## src/shared/laser_seq_pkg.sv

```systemverilog
`default_nettype none
package laser_seq_pkg;
  localparam int unsigned CLOCK_HZ = 125_000_000;
  // Times in their own units, cycle counts derived from the clock rate.
  localparam int unsigned WARMUP_S = 5;
  localparam int unsigned PAUSE_S = 4;
  localparam int unsigned OPEN_MS = 30;
  localparam int unsigned CLOSE_MS = 120;
  localparam int unsigned BLINK_ON_MS = 250;
  localparam int unsigned BLINK_OFF_MS = 250;
  localparam int unsigned TICKLE_US = 1;
  localparam int unsigned TICKLE_PERIOD_US = 200;
  localparam longint unsigned WARMUP_CYC = longint'(WARMUP_S) * CLOCK_HZ;
  localparam longint unsigned PAUSE_CYC = longint'(PAUSE_S) * CLOCK_HZ;
  localparam longint unsigned OPEN_CYC = longint'(OPEN_MS) * CLOCK_HZ / 1000;
  localparam longint unsigned CLOSE_CYC =
    longint'(CLOSE_MS) * CLOCK_HZ / 1000;
  localparam longint unsigned BLINK_ON_CYC =
    longint'(BLINK_ON_MS) * CLOCK_HZ / 1000;
  localparam longint unsigned BLINK_OFF_CYC =
    longint'(BLINK_OFF_MS) * CLOCK_HZ / 1000;
  localparam longint unsigned TICKLE_CYC =
    longint'(TICKLE_US) * CLOCK_HZ / 1_000_000;
  localparam longint unsigned TICKLE_PERIOD_CYC =
    longint'(TICKLE_PERIOD_US) * CLOCK_HZ / 1_000_000;
  localparam int CNT_W = 32;
  localparam logic [2:0] CODE_UNDERV = 3'h1;
  localparam logic [2:0] CODE_OVERV = 3'h2;
  localparam logic [2:0] CODE_RFSW = 3'h3;
  localparam logic [2:0] CODE_PWMDRV = 3'h4;
  localparam logic [2:0] CODE_PRECHG = 3'h5;
  localparam logic [2:0] CODE_NONE = 3'h0;

  // Fault indications from the sensing circuits, active high.
  typedef struct packed {
    logic underVolt;
    logic overVolt;
    logic rfSwitch;
    logic pwmDrive;
    logic preCharge;
    logic overTemp;
    logic noStrike;
    logic freqLimit;
  } faults_t;

  // Lamp states; each is also mirrored onto a status output.
  typedef struct packed {
    logic interlockFault;
    logic temperatureFault;
    logic readyLamp;
    logic shutterLamp;
    logic emissionLamp;
  } lamps_t;

  typedef enum logic [1:0] {BL_IDLE, BL_ON, BL_OFF, BL_PAUSE} blink_t;
  typedef enum logic [1:0] {SH_CLOSED, SH_OPENING, SH_OPEN, SH_CLOSING}
    shutter_t;
endpackage : laser_seq_pkg
`default_nettype wire
```

## src/design/laser_status_fault_sequencer.sv

```systemverilog
`default_nettype none
module laser_status_fault_sequencer #(
  parameter longint unsigned WARMUP_CYCLES = laser_seq_pkg::WARMUP_CYC,
  parameter longint unsigned PAUSE_CYCLES = laser_seq_pkg::PAUSE_CYC,
  parameter longint unsigned OPEN_CYCLES = laser_seq_pkg::OPEN_CYC,
  parameter longint unsigned CLOSE_CYCLES = laser_seq_pkg::CLOSE_CYC,
  parameter longint unsigned BLINK_ON_CYCLES = laser_seq_pkg::BLINK_ON_CYC,
  parameter longint unsigned BLINK_OFF_CYCLES = laser_seq_pkg::BLINK_OFF_CYC,
  parameter longint unsigned TICKLE_PERIOD_CYCLES =
    laser_seq_pkg::TICKLE_PERIOD_CYC
) (
  input wire logic clock,
  input wire logic rst,
  input wire logic interlockOk,
  input wire logic shutterOpenRequest,
  input wire logic pulseCommand,
  input wire laser_seq_pkg::faults_t faultIn,
  output laser_seq_pkg::lamps_t lamps,
  output laser_seq_pkg::lamps_t statusOut,
  output logic laserReadyOut,
  output logic faultDetectedOut,
  output logic shutterDrive,
  output logic rfEnable,
  output logic rfDrive
);
  localparam int W = laser_seq_pkg::CNT_W;

  function automatic logic [W-1:0] cyc(input longint unsigned n);
    cyc = (n > 64'd1) ? W'(n - 64'd1) : '0;
  endfunction : cyc

  function automatic logic shut_open(input laser_seq_pkg::shutter_t s);
    shut_open = (s == laser_seq_pkg::SH_OPEN);
  endfunction : shut_open

  // Two-stage synchronisers; only the second stage is used.
  logic [10:0] syncA;
  logic [10:0] syncB;
  always_ff @(posedge clock or posedge rst) begin
    if (rst) begin
      syncA <= '0;
      syncB <= '0;
    end else begin
      syncA <= {interlockOk, shutterOpenRequest, pulseCommand,
        faultIn};
      syncB <= syncA;
    end
  end

  // The synchroniser reads zero until it has seen the pins twice, which
  // would look like an open interlock; this marks when its output is real.
  logic [1:0] primed;
  always_ff @(posedge clock or posedge rst) begin
    if (rst) begin
      primed <= '0;
    end else begin
      primed <= {primed[0], 1'b1};
    end
  end

  logic intOk;
  logic shReq;
  logic pwm;
  laser_seq_pkg::faults_t flt;
  assign intOk = syncB[10];
  assign shReq = syncB[9];
  assign pwm = syncB[8];
  assign flt = syncB[7:0];

  // Power-cycle-cleared faults stay latched; only reset clears them.
  laser_seq_pkg::faults_t latched;
  always_ff @(posedge clock or posedge rst) begin
    if (rst) begin
      latched <= '0;
    end else begin
      latched.overTemp <= latched.overTemp | flt.overTemp;
      latched.underVolt <= latched.underVolt | flt.underVolt;
      latched.overVolt <= latched.overVolt | flt.overVolt;
      latched.rfSwitch <= latched.rfSwitch | flt.rfSwitch;
      latched.pwmDrive <= latched.pwmDrive | flt.pwmDrive;
      latched.preCharge <= latched.preCharge | flt.preCharge;
      // No-strike and frequency limit clear by themselves.
      latched.noStrike <= flt.noStrike;
      latched.freqLimit <= flt.freqLimit;
    end
  end

  // A fault acts in the cycle it arrives as well as once latched, so that
  // readiness never flickers on while a fault is first being captured.
  laser_seq_pkg::faults_t held;
  assign held = latched | flt;

  // Blink code of the highest-priority latched supply or drive fault.
  logic [2:0] code;
  always_comb begin
    code = laser_seq_pkg::CODE_NONE;
    if (held.underVolt) begin
      code = laser_seq_pkg::CODE_UNDERV;
    end else if (held.overVolt) begin
      code = laser_seq_pkg::CODE_OVERV;
    end else if (held.rfSwitch) begin
      code = laser_seq_pkg::CODE_RFSW;
    end else if (held.pwmDrive) begin
      code = laser_seq_pkg::CODE_PWMDRV;
    end else if (held.preCharge) begin
      code = laser_seq_pkg::CODE_PRECHG;
    end
  end

  // A ready-output-opening supply fault; the switch fault keeps it closed.
  logic supplyOpen;
  assign supplyOpen = held.underVolt | held.overVolt |
    held.preCharge | held.pwmDrive;
  logic healthy;
  assign healthy = intOk & ~held.overTemp & ~supplyOpen &
    ~held.rfSwitch;

  // Warm-up counter restarts whenever readiness drops.
  logic [W-1:0] warmCnt;
  logic warmDone;
  always_ff @(posedge clock or posedge rst) begin
    if (rst) begin
      warmCnt <= '0;
      warmDone <= 1'b0;
    end else if (!healthy) begin
      warmCnt <= '0;
      warmDone <= 1'b0;
    end else if (!warmDone) begin
      if (warmCnt == cyc(WARMUP_CYCLES)) begin
        warmDone <= 1'b1;
      end else begin
        warmCnt <= warmCnt + 1'b1;
      end
    end
  end

  // Shutter movement timing; open only counts once fully travelled.
  laser_seq_pkg::shutter_t shState;
  logic [W-1:0] shCnt;
  logic shWant;
  assign shWant = shReq & healthy;
  always_ff @(posedge clock or posedge rst) begin
    if (rst) begin
      shState <= laser_seq_pkg::SH_CLOSED;
      shCnt <= '0;
    end else begin
      unique case (shState)
        laser_seq_pkg::SH_CLOSED: begin
          shCnt <= '0;
          if (shWant) begin
            shState <= laser_seq_pkg::SH_OPENING;
          end
        end
        laser_seq_pkg::SH_OPENING: begin
          shCnt <= shCnt + 1'b1;
          if (!shWant) begin
            shState <= laser_seq_pkg::SH_CLOSING;
            shCnt <= '0;
          end else if (shCnt == cyc(OPEN_CYCLES)) begin
            shState <= laser_seq_pkg::SH_OPEN;
          end
        end
        laser_seq_pkg::SH_OPEN: begin
          shCnt <= '0;
          if (!shWant) begin
            shState <= laser_seq_pkg::SH_CLOSING;
          end
        end
        laser_seq_pkg::SH_CLOSING: begin
          shCnt <= shCnt + 1'b1;
          if (shCnt == cyc(CLOSE_CYCLES)) begin
            shState <= laser_seq_pkg::SH_CLOSED;
            shCnt <= '0;
          end
        end
      endcase
    end
  end

  // Emission needs everything at once; dropping any term stops it now.
  logic next_emit;
  assign next_emit = healthy & warmDone & shWant & pwm &
    shut_open(shState) & ~held.freqLimit;

  // Tickle keeps the discharge warm while ready but not emitting.
  logic [W-1:0] tickCnt;
  logic tickle;
  always_ff @(posedge clock or posedge rst) begin
    if (rst) begin
      tickCnt <= '0;
    end else if (!healthy || tickCnt == cyc(TICKLE_PERIOD_CYCLES)) begin
      tickCnt <= '0;
    end else begin
      tickCnt <= tickCnt + 1'b1;
    end
  end
  assign tickle = healthy & (tickCnt == '0);

  // Blink sequencer: count flashes, then pause, then repeat.
  laser_seq_pkg::blink_t blState;
  logic [W-1:0] blCnt;
  logic [2:0] blNum;
  logic [W-1:0] stCnt;
  logic strobe;
  always_ff @(posedge clock or posedge rst) begin
    if (rst) begin
      blState <= laser_seq_pkg::BL_IDLE;
      blCnt <= '0;
      blNum <= '0;
    end else begin
      unique case (blState)
        laser_seq_pkg::BL_IDLE: begin
          blCnt <= '0;
          blNum <= '0;
          if (code != laser_seq_pkg::CODE_NONE) begin
            blState <= laser_seq_pkg::BL_ON;
          end
        end
        laser_seq_pkg::BL_ON: begin
          blCnt <= blCnt + 1'b1;
          if (blCnt == cyc(BLINK_ON_CYCLES)) begin
            blCnt <= '0;
            blNum <= blNum + 1'b1;
            blState <= laser_seq_pkg::BL_OFF;
          end
        end
        laser_seq_pkg::BL_OFF: begin
          blCnt <= blCnt + 1'b1;
          if (blCnt == cyc(BLINK_OFF_CYCLES)) begin
            blCnt <= '0;
            blState <= (blNum == code) ? laser_seq_pkg::BL_PAUSE
              : laser_seq_pkg::BL_ON;
          end
        end
        laser_seq_pkg::BL_PAUSE: begin
          blCnt <= blCnt + 1'b1;
          if (blCnt == cyc(PAUSE_CYCLES)) begin
            blCnt <= '0;
            blNum <= '0;
            blState <= laser_seq_pkg::BL_ON;
          end
        end
      endcase
    end
  end

  // Free-running strobe for the continuous no-strike flash.
  always_ff @(posedge clock or posedge rst) begin
    if (rst) begin
      stCnt <= '0;
      strobe <= 1'b0;
    end else if (stCnt == cyc(BLINK_ON_CYCLES)) begin
      stCnt <= '0;
      strobe <= ~strobe;
    end else begin
      stCnt <= stCnt + 1'b1;
    end
  end

  // Lamps and their mirrored outputs, all registered.
  laser_seq_pkg::lamps_t next_lamps;
  always_comb begin
    next_lamps.interlockFault = primed[1] & ~intOk;
    next_lamps.temperatureFault = latched.overTemp;
    next_lamps.readyLamp = intOk & ((code != laser_seq_pkg::CODE_NONE) ?
      (blState == laser_seq_pkg::BL_ON) : healthy);
    next_lamps.shutterLamp = intOk & (latched.noStrike ? strobe :
      (shWant & shut_open(shState)));
    next_lamps.emissionLamp = next_emit;
  end

  // Lamps and their mirrors leave from one flip-flop stage, so the
  // controller never sees the two disagree.
  always_ff @(posedge clock or posedge rst) begin
    if (rst) begin
      lamps <= '0;
      statusOut <= '0;
    end else begin
      lamps <= next_lamps;
      statusOut <= next_lamps;
    end
  end

  always_ff @(posedge clock or posedge rst) begin
    if (rst) begin
      laserReadyOut <= 1'b0;
    end else begin
      laserReadyOut <= healthy | (held.rfSwitch & intOk &
        ~held.overTemp & ~supplyOpen);
    end
  end

  always_ff @(posedge clock or posedge rst) begin
    if (rst) begin
      faultDetectedOut <= 1'b0;
    end else begin
      faultDetectedOut <= latched.overTemp | latched.noStrike;
    end
  end

  always_ff @(posedge clock or posedge rst) begin
    if (rst) begin
      shutterDrive <= 1'b0;
    end else begin
      shutterDrive <= shWant;
    end
  end

  always_ff @(posedge clock or posedge rst) begin
    if (rst) begin
      rfEnable <= 1'b0;
    end else begin
      rfEnable <= healthy;
    end
  end

  always_ff @(posedge clock or posedge rst) begin
    if (rst) begin
      rfDrive <= 1'b0;
    end else begin
      rfDrive <= next_emit | tickle;
    end
  end
endmodule : laser_status_fault_sequencer
`default_nettype wire

```

## config.mk

```make
export PLATFORM = sky130hd
export DESIGN_NAME = laser_status_fault_sequencer
export DESIGN_NICKNAME = d
export VERILOG_FILES = /design/src/shared/laser_seq_pkg.sv /design/src/design/laser_status_fault_sequencer.sv
export SDC_FILE = /design/constraint.sdc
export NUM_CORES = 1
export LEC_CHECK = 0
export ABC_CLOCK_PERIOD_IN_PS = 6800
export BUFFER_PORTS_ARGS = -buffer_cell sky130_fd_sc_hd__buf_2
export CAP_MARGIN = 20
export CORE_UTILIZATION = 40
export DETAILED_ROUTE_END_ITERATION = 7
export PLACE_DENSITY = 0.58
export SLEW_MARGIN = 20
export SYNTH_ARGS = -nofsm -noshare
export SYNTH_HDL_FRONTEND = slang
export SYNTH_SLANG_ARGS = --single-unit
```

## constraint.sdc

```tcl
create_clock -name clock -period 6.8 [get_ports clock]
set_clock_uncertainty 0.05 [all_clocks]
set_input_delay 0.68 -clock clock [delete_from_list [all_inputs] [get_ports clock]]
set_output_delay 0.68 -clock clock [all_outputs]
set_load 0.05 [all_outputs]
```

# After elaboration in Yosys (flattened, before gate mapping)
# Cells that the tools add are included.
# totals
word_cells,146
in_bits,13
ram_bits,0
memories,0
mem_bits_ro,0
latch_bits,0
output_inout_bits,15
register_bits,211
# classes
n_reduce_logical,13
eq_ne,24
mul,0
bitwise,36
n_shift,0
div_mod_pow,0
order_cmp,0
muxes,36
add_sub_neg,6
# ops
op,n
$mux W32,9
$pmux W32 S3,2
$add A32 B1 Y32 const B,5
$eq A32 B25 Y1 const B,2
$eq A32 B15 Y1 const B,1
$eq A32 B22 Y1 const B,1
$eq A32 B24 Y1 const B,1
$eq A32 B29 Y1 const B,1
$eq A32 B30 Y1 const B,1
$logic_not A32 Y1,1
$mux W3,7
$mux W2,10
$ne A2 B2 Y1 const B,9
$and A1 B1 Y1,17
$pmux W2 S4,2
$or A1 B1 Y1,12
$pmux W3 S3,1
$eq A2 B2 Y1 const B,4
$or A8 B8 Y8,1
$reduce_and A4 Y1,2
$not A1 Y1,6
$reduce_bool A3 Y1,2
$mux W1,5
$eq A2 B1 Y1 const B,2
9 further kinds,11

# Longest topological paths before layout
# logic_depth
depth_word,13
depth_mapped,8

# Worst setup path before layout
# Ideal clock, no wire load.
# synth_path
path_kind,reg-to-reg
from,register syncB[3]
to,register shState[1]
arrival_ns,2.246
setup_slack_ns,4.379
n_path_buf,1
required_time_ns,6.625
period_less_slack_ns,2.421
path_stages_with_launch,8
path_cell_list,dfrtp_1 -> or4_4 -> or4_4 -> buf_6 -> nor3_2 -> a2bb2oi_1 -> nor2_1 -> mux2_2
# synth_via
elab_chain_len,9
# synth_lines
item,line_no,text
from (decl),laser_status_fault_sequencer.sv:38,logic [10:0] syncB;
from (signal assigned),laser_status_fault_sequencer.sv:46,syncB <= syncA;
$or A8 B8 Y8 (*),laser_status_fault_sequencer.sv:91,assign held = latched | flt;
$or A1 B1 Y1 (*),laser_status_fault_sequencer.sv:112,assign supplyOpen = held.underVolt | held.overVolt |
$or A1 B1 Y1 (*),laser_status_fault_sequencer.sv:113,held.preCharge | held.pwmDrive;
$not A1 Y1 (*),laser_status_fault_sequencer.sv:115,assign healthy = intOk & ~held.overTemp & ~supplyOpen &
$and A1 B1 Y1 (*) (2 in a row),laser_status_fault_sequencer.sv:115,
$and A1 B1 Y1 (*),laser_status_fault_sequencer.sv:141,assign shWant = shReq & healthy;
$ne A3 B3 Y1 (no source line) (tied with other cells),--,
$reduce_and A4 Y1 (no source line) or $pmux W2 S4 (tied branches),--,
to (signal assigned),laser_status_fault_sequencer.sv:144,shState <= laser_seq_pkg::SH_CLOSED;
to (signal assigned),laser_status_fault_sequencer.sv:151,shState <= laser_seq_pkg::SH_OPENING;
to (signal assigned),laser_status_fault_sequencer.sv:157,shState <= laser_seq_pkg::SH_CLOSING;
to (decl),laser_status_fault_sequencer.sv:138,laser_seq_pkg::shutter_t shState;
# Every way passes the cells marked *; elsewhere a longest branch is shown, timed or not.
# A chain may end at the register's enable or synchronous reset.

# Worst setup path after layout
# layout_path
from,register syncB[3]
to,register tickCnt[27]
# layout_via
elab_chain_len,9
# layout_lines
item,line_no,text
$or A8 B8 Y8,laser_status_fault_sequencer.sv:91,
$or A1 B1 Y1,laser_status_fault_sequencer.sv:112,
$or A1 B1 Y1,laser_status_fault_sequencer.sv:113,
$not A1 Y1,laser_status_fault_sequencer.sv:115,
$and A1 B1 Y1 (2 in a row),laser_status_fault_sequencer.sv:115,
named net healthy,laser_status_fault_sequencer.sv:114,logic healthy;
$logic_not A1 Y1,laser_status_fault_sequencer.sv:191,end else if (!healthy || tickCnt == cyc(TICKLE_PERIOD_CYCLES)) begin
$logic_or A1 B1 Y1,laser_status_fault_sequencer.sv:191,
$mux W32,laser_status_fault_sequencer.sv:191,
to (signal assigned),laser_status_fault_sequencer.sv:194,tickCnt <= tickCnt + 1'b1;
to (decl),laser_status_fault_sequencer.sv:186,logic [W-1:0] tickCnt;
# The timed path passes the listed nets, and every way through them passes these cells.

==> metrics.sh <==
CRITPATHMAXFANOUT=38
DRC_ERRORS=0
CRITICAL_PATH.MOST_COMMON_CELL='or4_4'
SYNTH_FLOP_CELL='dfrtp_1'
CP_NUM_BUF_INV=1
WORSTPATHREQUIRED_NS=7.16
POST_CTS_RESIZED=0
H-TREE-DEPTH=1
CRIT_PATH_CELL_TRACE='or4_4 > or4_4 > inv_1 > nand2_1 > a21oi_1'
DIEWIDTH_UM=159
FIRST_GLOBAL_VIAS=6804
SYN-MEAN-INSTANCE-AREA_UM2=10.1
GRT_OVERFLOW_TOTAL=0
LAYOUTNONFILLERINSTCOUNT=1347
SLEW_VIOLATIONS=0
GROUTE.USAGE.OVERALL_PCT=15.5
CTS_SETUP_BUFFERS=0
WORST_SKEW_PAIR.LATE_LATENCY_NS=0.51
TIMING.FINAL.HOLD_VIOLATIONS=0
SYNTH_CELLS=970
ROOT_BUFFER='clkbuf_16'
CRITICAL_PATH.SLOWEST_CELL='or4_4'
CLOCK_PIN_SLEW_WORST_SETUP_AND_HOLD_PATHS_NS=0.06
SYNTH_COMPOUND_AREA_SHARE_PCT=2.64
INITIAL_ANTENNA_VIOLATION_COUNT=0
SHARE_OF_SYNTHESIZED_CELL_AREA_IN_AND_OR_NAND_AND_NOR_GATES_PCT=25.6
IO-PIN-COUNT=28
GRT_SETUP_UNREPAIRED='false'
STATUS='finished, final reports clean'
LAYOUT.CELL_AREA.NON_FILLER_UM2=11200
TRITONCTS.NUM_BUFFERS=25
FINAL_COUNT_OF_NEGATIVE_SETUP_SLACK_ENDPOINTS=0
NUM_VIAS=6745
MAPPEDNETLISTAREA_UM2=9840
FINALSETUPTNS_NS=0
YOSYS.AREA.TOP_TYPE='dfrtp_1'
POSTCTSHOLDBUFS=0
CRITICAL_PATH.ENDPOINT_TYPE='flip-flop'
SEQ_AREA_FRAC_SYNTH_PCT=53.6
POWER_LEAKAGE_nW=4.61
CLOCK-SINKS=211
CTS_TREE='built'
NUMBER_OF_FLOPS_MAPPED_TO_ENABLE_CELLS_BY_YOSYS=0
ADDER_CELL_SHARE_OF_THE_SYNTHESIZED_AREA_PCT=2.16
CRIT_FAMILY='simple AND/OR/NAND/NOR gates'
CLOCK_PATH_BUFFERS=3
SYNTH-ASYNC-RESET-RATIO_PCT=100
FP-ROW-COUNT=57
PORTBUFFERS=27
SYNTH_TOP_FAMILY_BY_AREA='simple AND/OR/NAND/NOR gates'
POWER_DENSITY_nW_PER_UM2=272
WORST_SLEW_PIN_TRAN_NS=1.07
SYNTH_LARGEST_TYPE_AREA_FRACTION_PCT=53.6
TIMING_WORST_SETUP_PATH_TYPE='reg -> reg'
DRT-WIRELENGTH-PER-CELL_UM=13.9
YS_FF_LATCH=211
FINALCRITPERIODSHARE_PCT=43.3
YOSYS_WARN_COUNT=0
TIMING.CRITICAL_PATH.SLOWEST_CELL_DELAY_NS=0.78
DIE_HEIGHT_UM=159
VIASPERCELL=5.01
TIMING.SLEW.HEADROOM_PCT=28.7
LAYOUT.NETS=1036
POSTSYNTHNETCOUNT=1000
DR.PASS1.ITERS=4
MUXSHAREOFSYNTHAREA_PCT=0.534
CORE_AREA_UM2=24200
SYNTHMOSTINSTANTIATEDCELL='dfrtp_1'
N_ANTENNA_CELL=0
VDD_IR_DROP_MAX_mV=0.202
OVERALL_POWER_mW=3.04
INITIAL_UTILIZATION_PCT=40.6
PLACE_AREA_UM2=10300
MAX_FREQ_GHz=0.339
DP_HPWL_UM=12200
AREA_GROWTH_PCT=13.5
WORSTSETUPSTARTPOINTTYPE='flip-flop'
FLOORPLAN.DIE_AREA_UM2=25200
SYNTH_AREA_IN_XOR_XNOR_PCT=13.2
FINAL_WTD_CONGESTION=0.756
MIN-DELAY-PATH-CLASS='in -> reg'
POSTROUTEWIRELENGTH_UM=18800
ANTENNA_LEFT=0
MAXCAPVIOLCOUNT=0
DRIVE_ABOVE_1_SHARE_PCT=8.99
DRTITER0DRC=446
SYNTHDISTINCTLIBCELLS=55
GRT_MAX_DEGREE=138
SYNTH.AREA.TOP_CELLS='dfrtp_1 54%, xnor2_1 7.2%, nor2_1 6.8%'
PLACED_CELLS_INCL_TAPS=1303
GRT_PASS1_WL_UM=33100
YS_TOP_CELLS_BY_COUNT='211 x dfrtp_1, 179 x nor2_1, 81 x xnor2_1'
FIN_CRIT_NS=2.95
ARRIVAL_NS=3.30
flip-flops by register name, summed over array words and instances (netlist names), 2 cells and up:
register and flops:
blNum 3, shCnt 32, latched 8, blState 2, primed 2, blCnt 32, tickCnt 32, stCnt 32
statusOut 5, warmCnt 32, shState 2, syncA 11, syncB 11
cell families (layout without fill, tap and decap cells):
family	count (synthesis)	in the layout
and+or+nand+nor	496	496
muxes	5	5
AOI/OAI and AO/OA	40	40
adders and majority gates	17	17
buffers and inverters	52	105
xor gates and xnor gates	148	148
other	1	1
DFF	211	211
stage by stage:
stage                     worst slack, ns  hold WS [ns]  utilization (%)
after detailed placement             3.78         0.286             42.5
after global placement               3.83         0.281             42.5
final                                3.85         0.228             46.1
after global routing                 3.58         0.211             46.1
after floorplan                     0.304         0.281                -
after CTS                            3.78         0.203             46.1
metal layers:
layer  global-route usage [%]  part of all wire [%]  wire [um]
met2                     23.7                    42       7980
met4                     4.50                   2.8        527
met3                     2.06                   2.4        459
met5                        0                     0          0
met1                     22.9                    52       9820
report_power, final:
part | switching (mW) | internal [mW] | leakage, nW | total, mW
registers | 0.0359 | 1.30 | 2.81 | 1.33
clock network | 0.511 | 0.862 | 0.428 | 1.37
logic | 0.232 | 0.107 | 1.36 | 0.339
total | 0.779 | 2.27 | 4.61 | 3.04
final cells by class:
type,instances,area (um2)
Timing Repair Buffer,31,165
Fill cell,2314,13100
Inverter,30,120
Tap cell,324,405
Clock buffer,35,733
Multi-Input combinational cell,707,4350
Sequential cell,211,5280
Clock inverter,9,128
worst paths after layout:
| kind | to | slack (ns) | cells after the start | startpoint |
|---|---|---|---|---|
| worst min-delay path | syncA[7] | 0.23 | 1 | faultIn[7] |
| max in group asynchronous | statusOut[2] | 4.81 | 3 | rst |
| worst max register to register | tickCnt[27] | 3.85 | 5 | syncB[3] |
| worst max-delay path | tickCnt[27] | 3.85 | 5 | syncB[3] |
| worst min register to register | syncB[4] | 0.30 | 0 | syncA[4] |
| min in group asynchronous | stCnt[10] | 0.34 | 2 | rst |
cell usage in the layout, fill, tap and decap left out, drive strengths merged, types with 2 or more instances in the layout:
master / netlist / layout
dfrtp: 211 / 211
nor2: 180 / 180
xnor2: 81 / 81
nand2: 72 / 72
xor2: 67 / 67
nand3: 59 / 59
nand4: 35 / 35
clkbuf: 15 / 35
buf: 7 / 31
inv: 30 / 30
and3: 28 / 28
nor4: 28 / 28
nor3: 21 / 21
ha: 17 / 17
o21ai: 12 / 12
nor4b: 11 / 11
a21oi: 11 / 11
and4: 10 / 10
or3: 10 / 10
and2: 8 / 8
clkinv: 0 / 6
nor4bb: 5 / 5
nor2b: 5 / 5
or2: 5 / 5
or4: 4 / 4
o31a: 3 / 3
nor3b: 3 / 3
and4b: 3 / 3
bufinv: 0 / 3
or4b: 3 / 3
mux2i: 3 / 3
o41ai: 2 / 2
a31oi: 2 / 2
nand3b: 2 / 2
mux2: 2 / 2
Power figures use the tool's default switching activity.
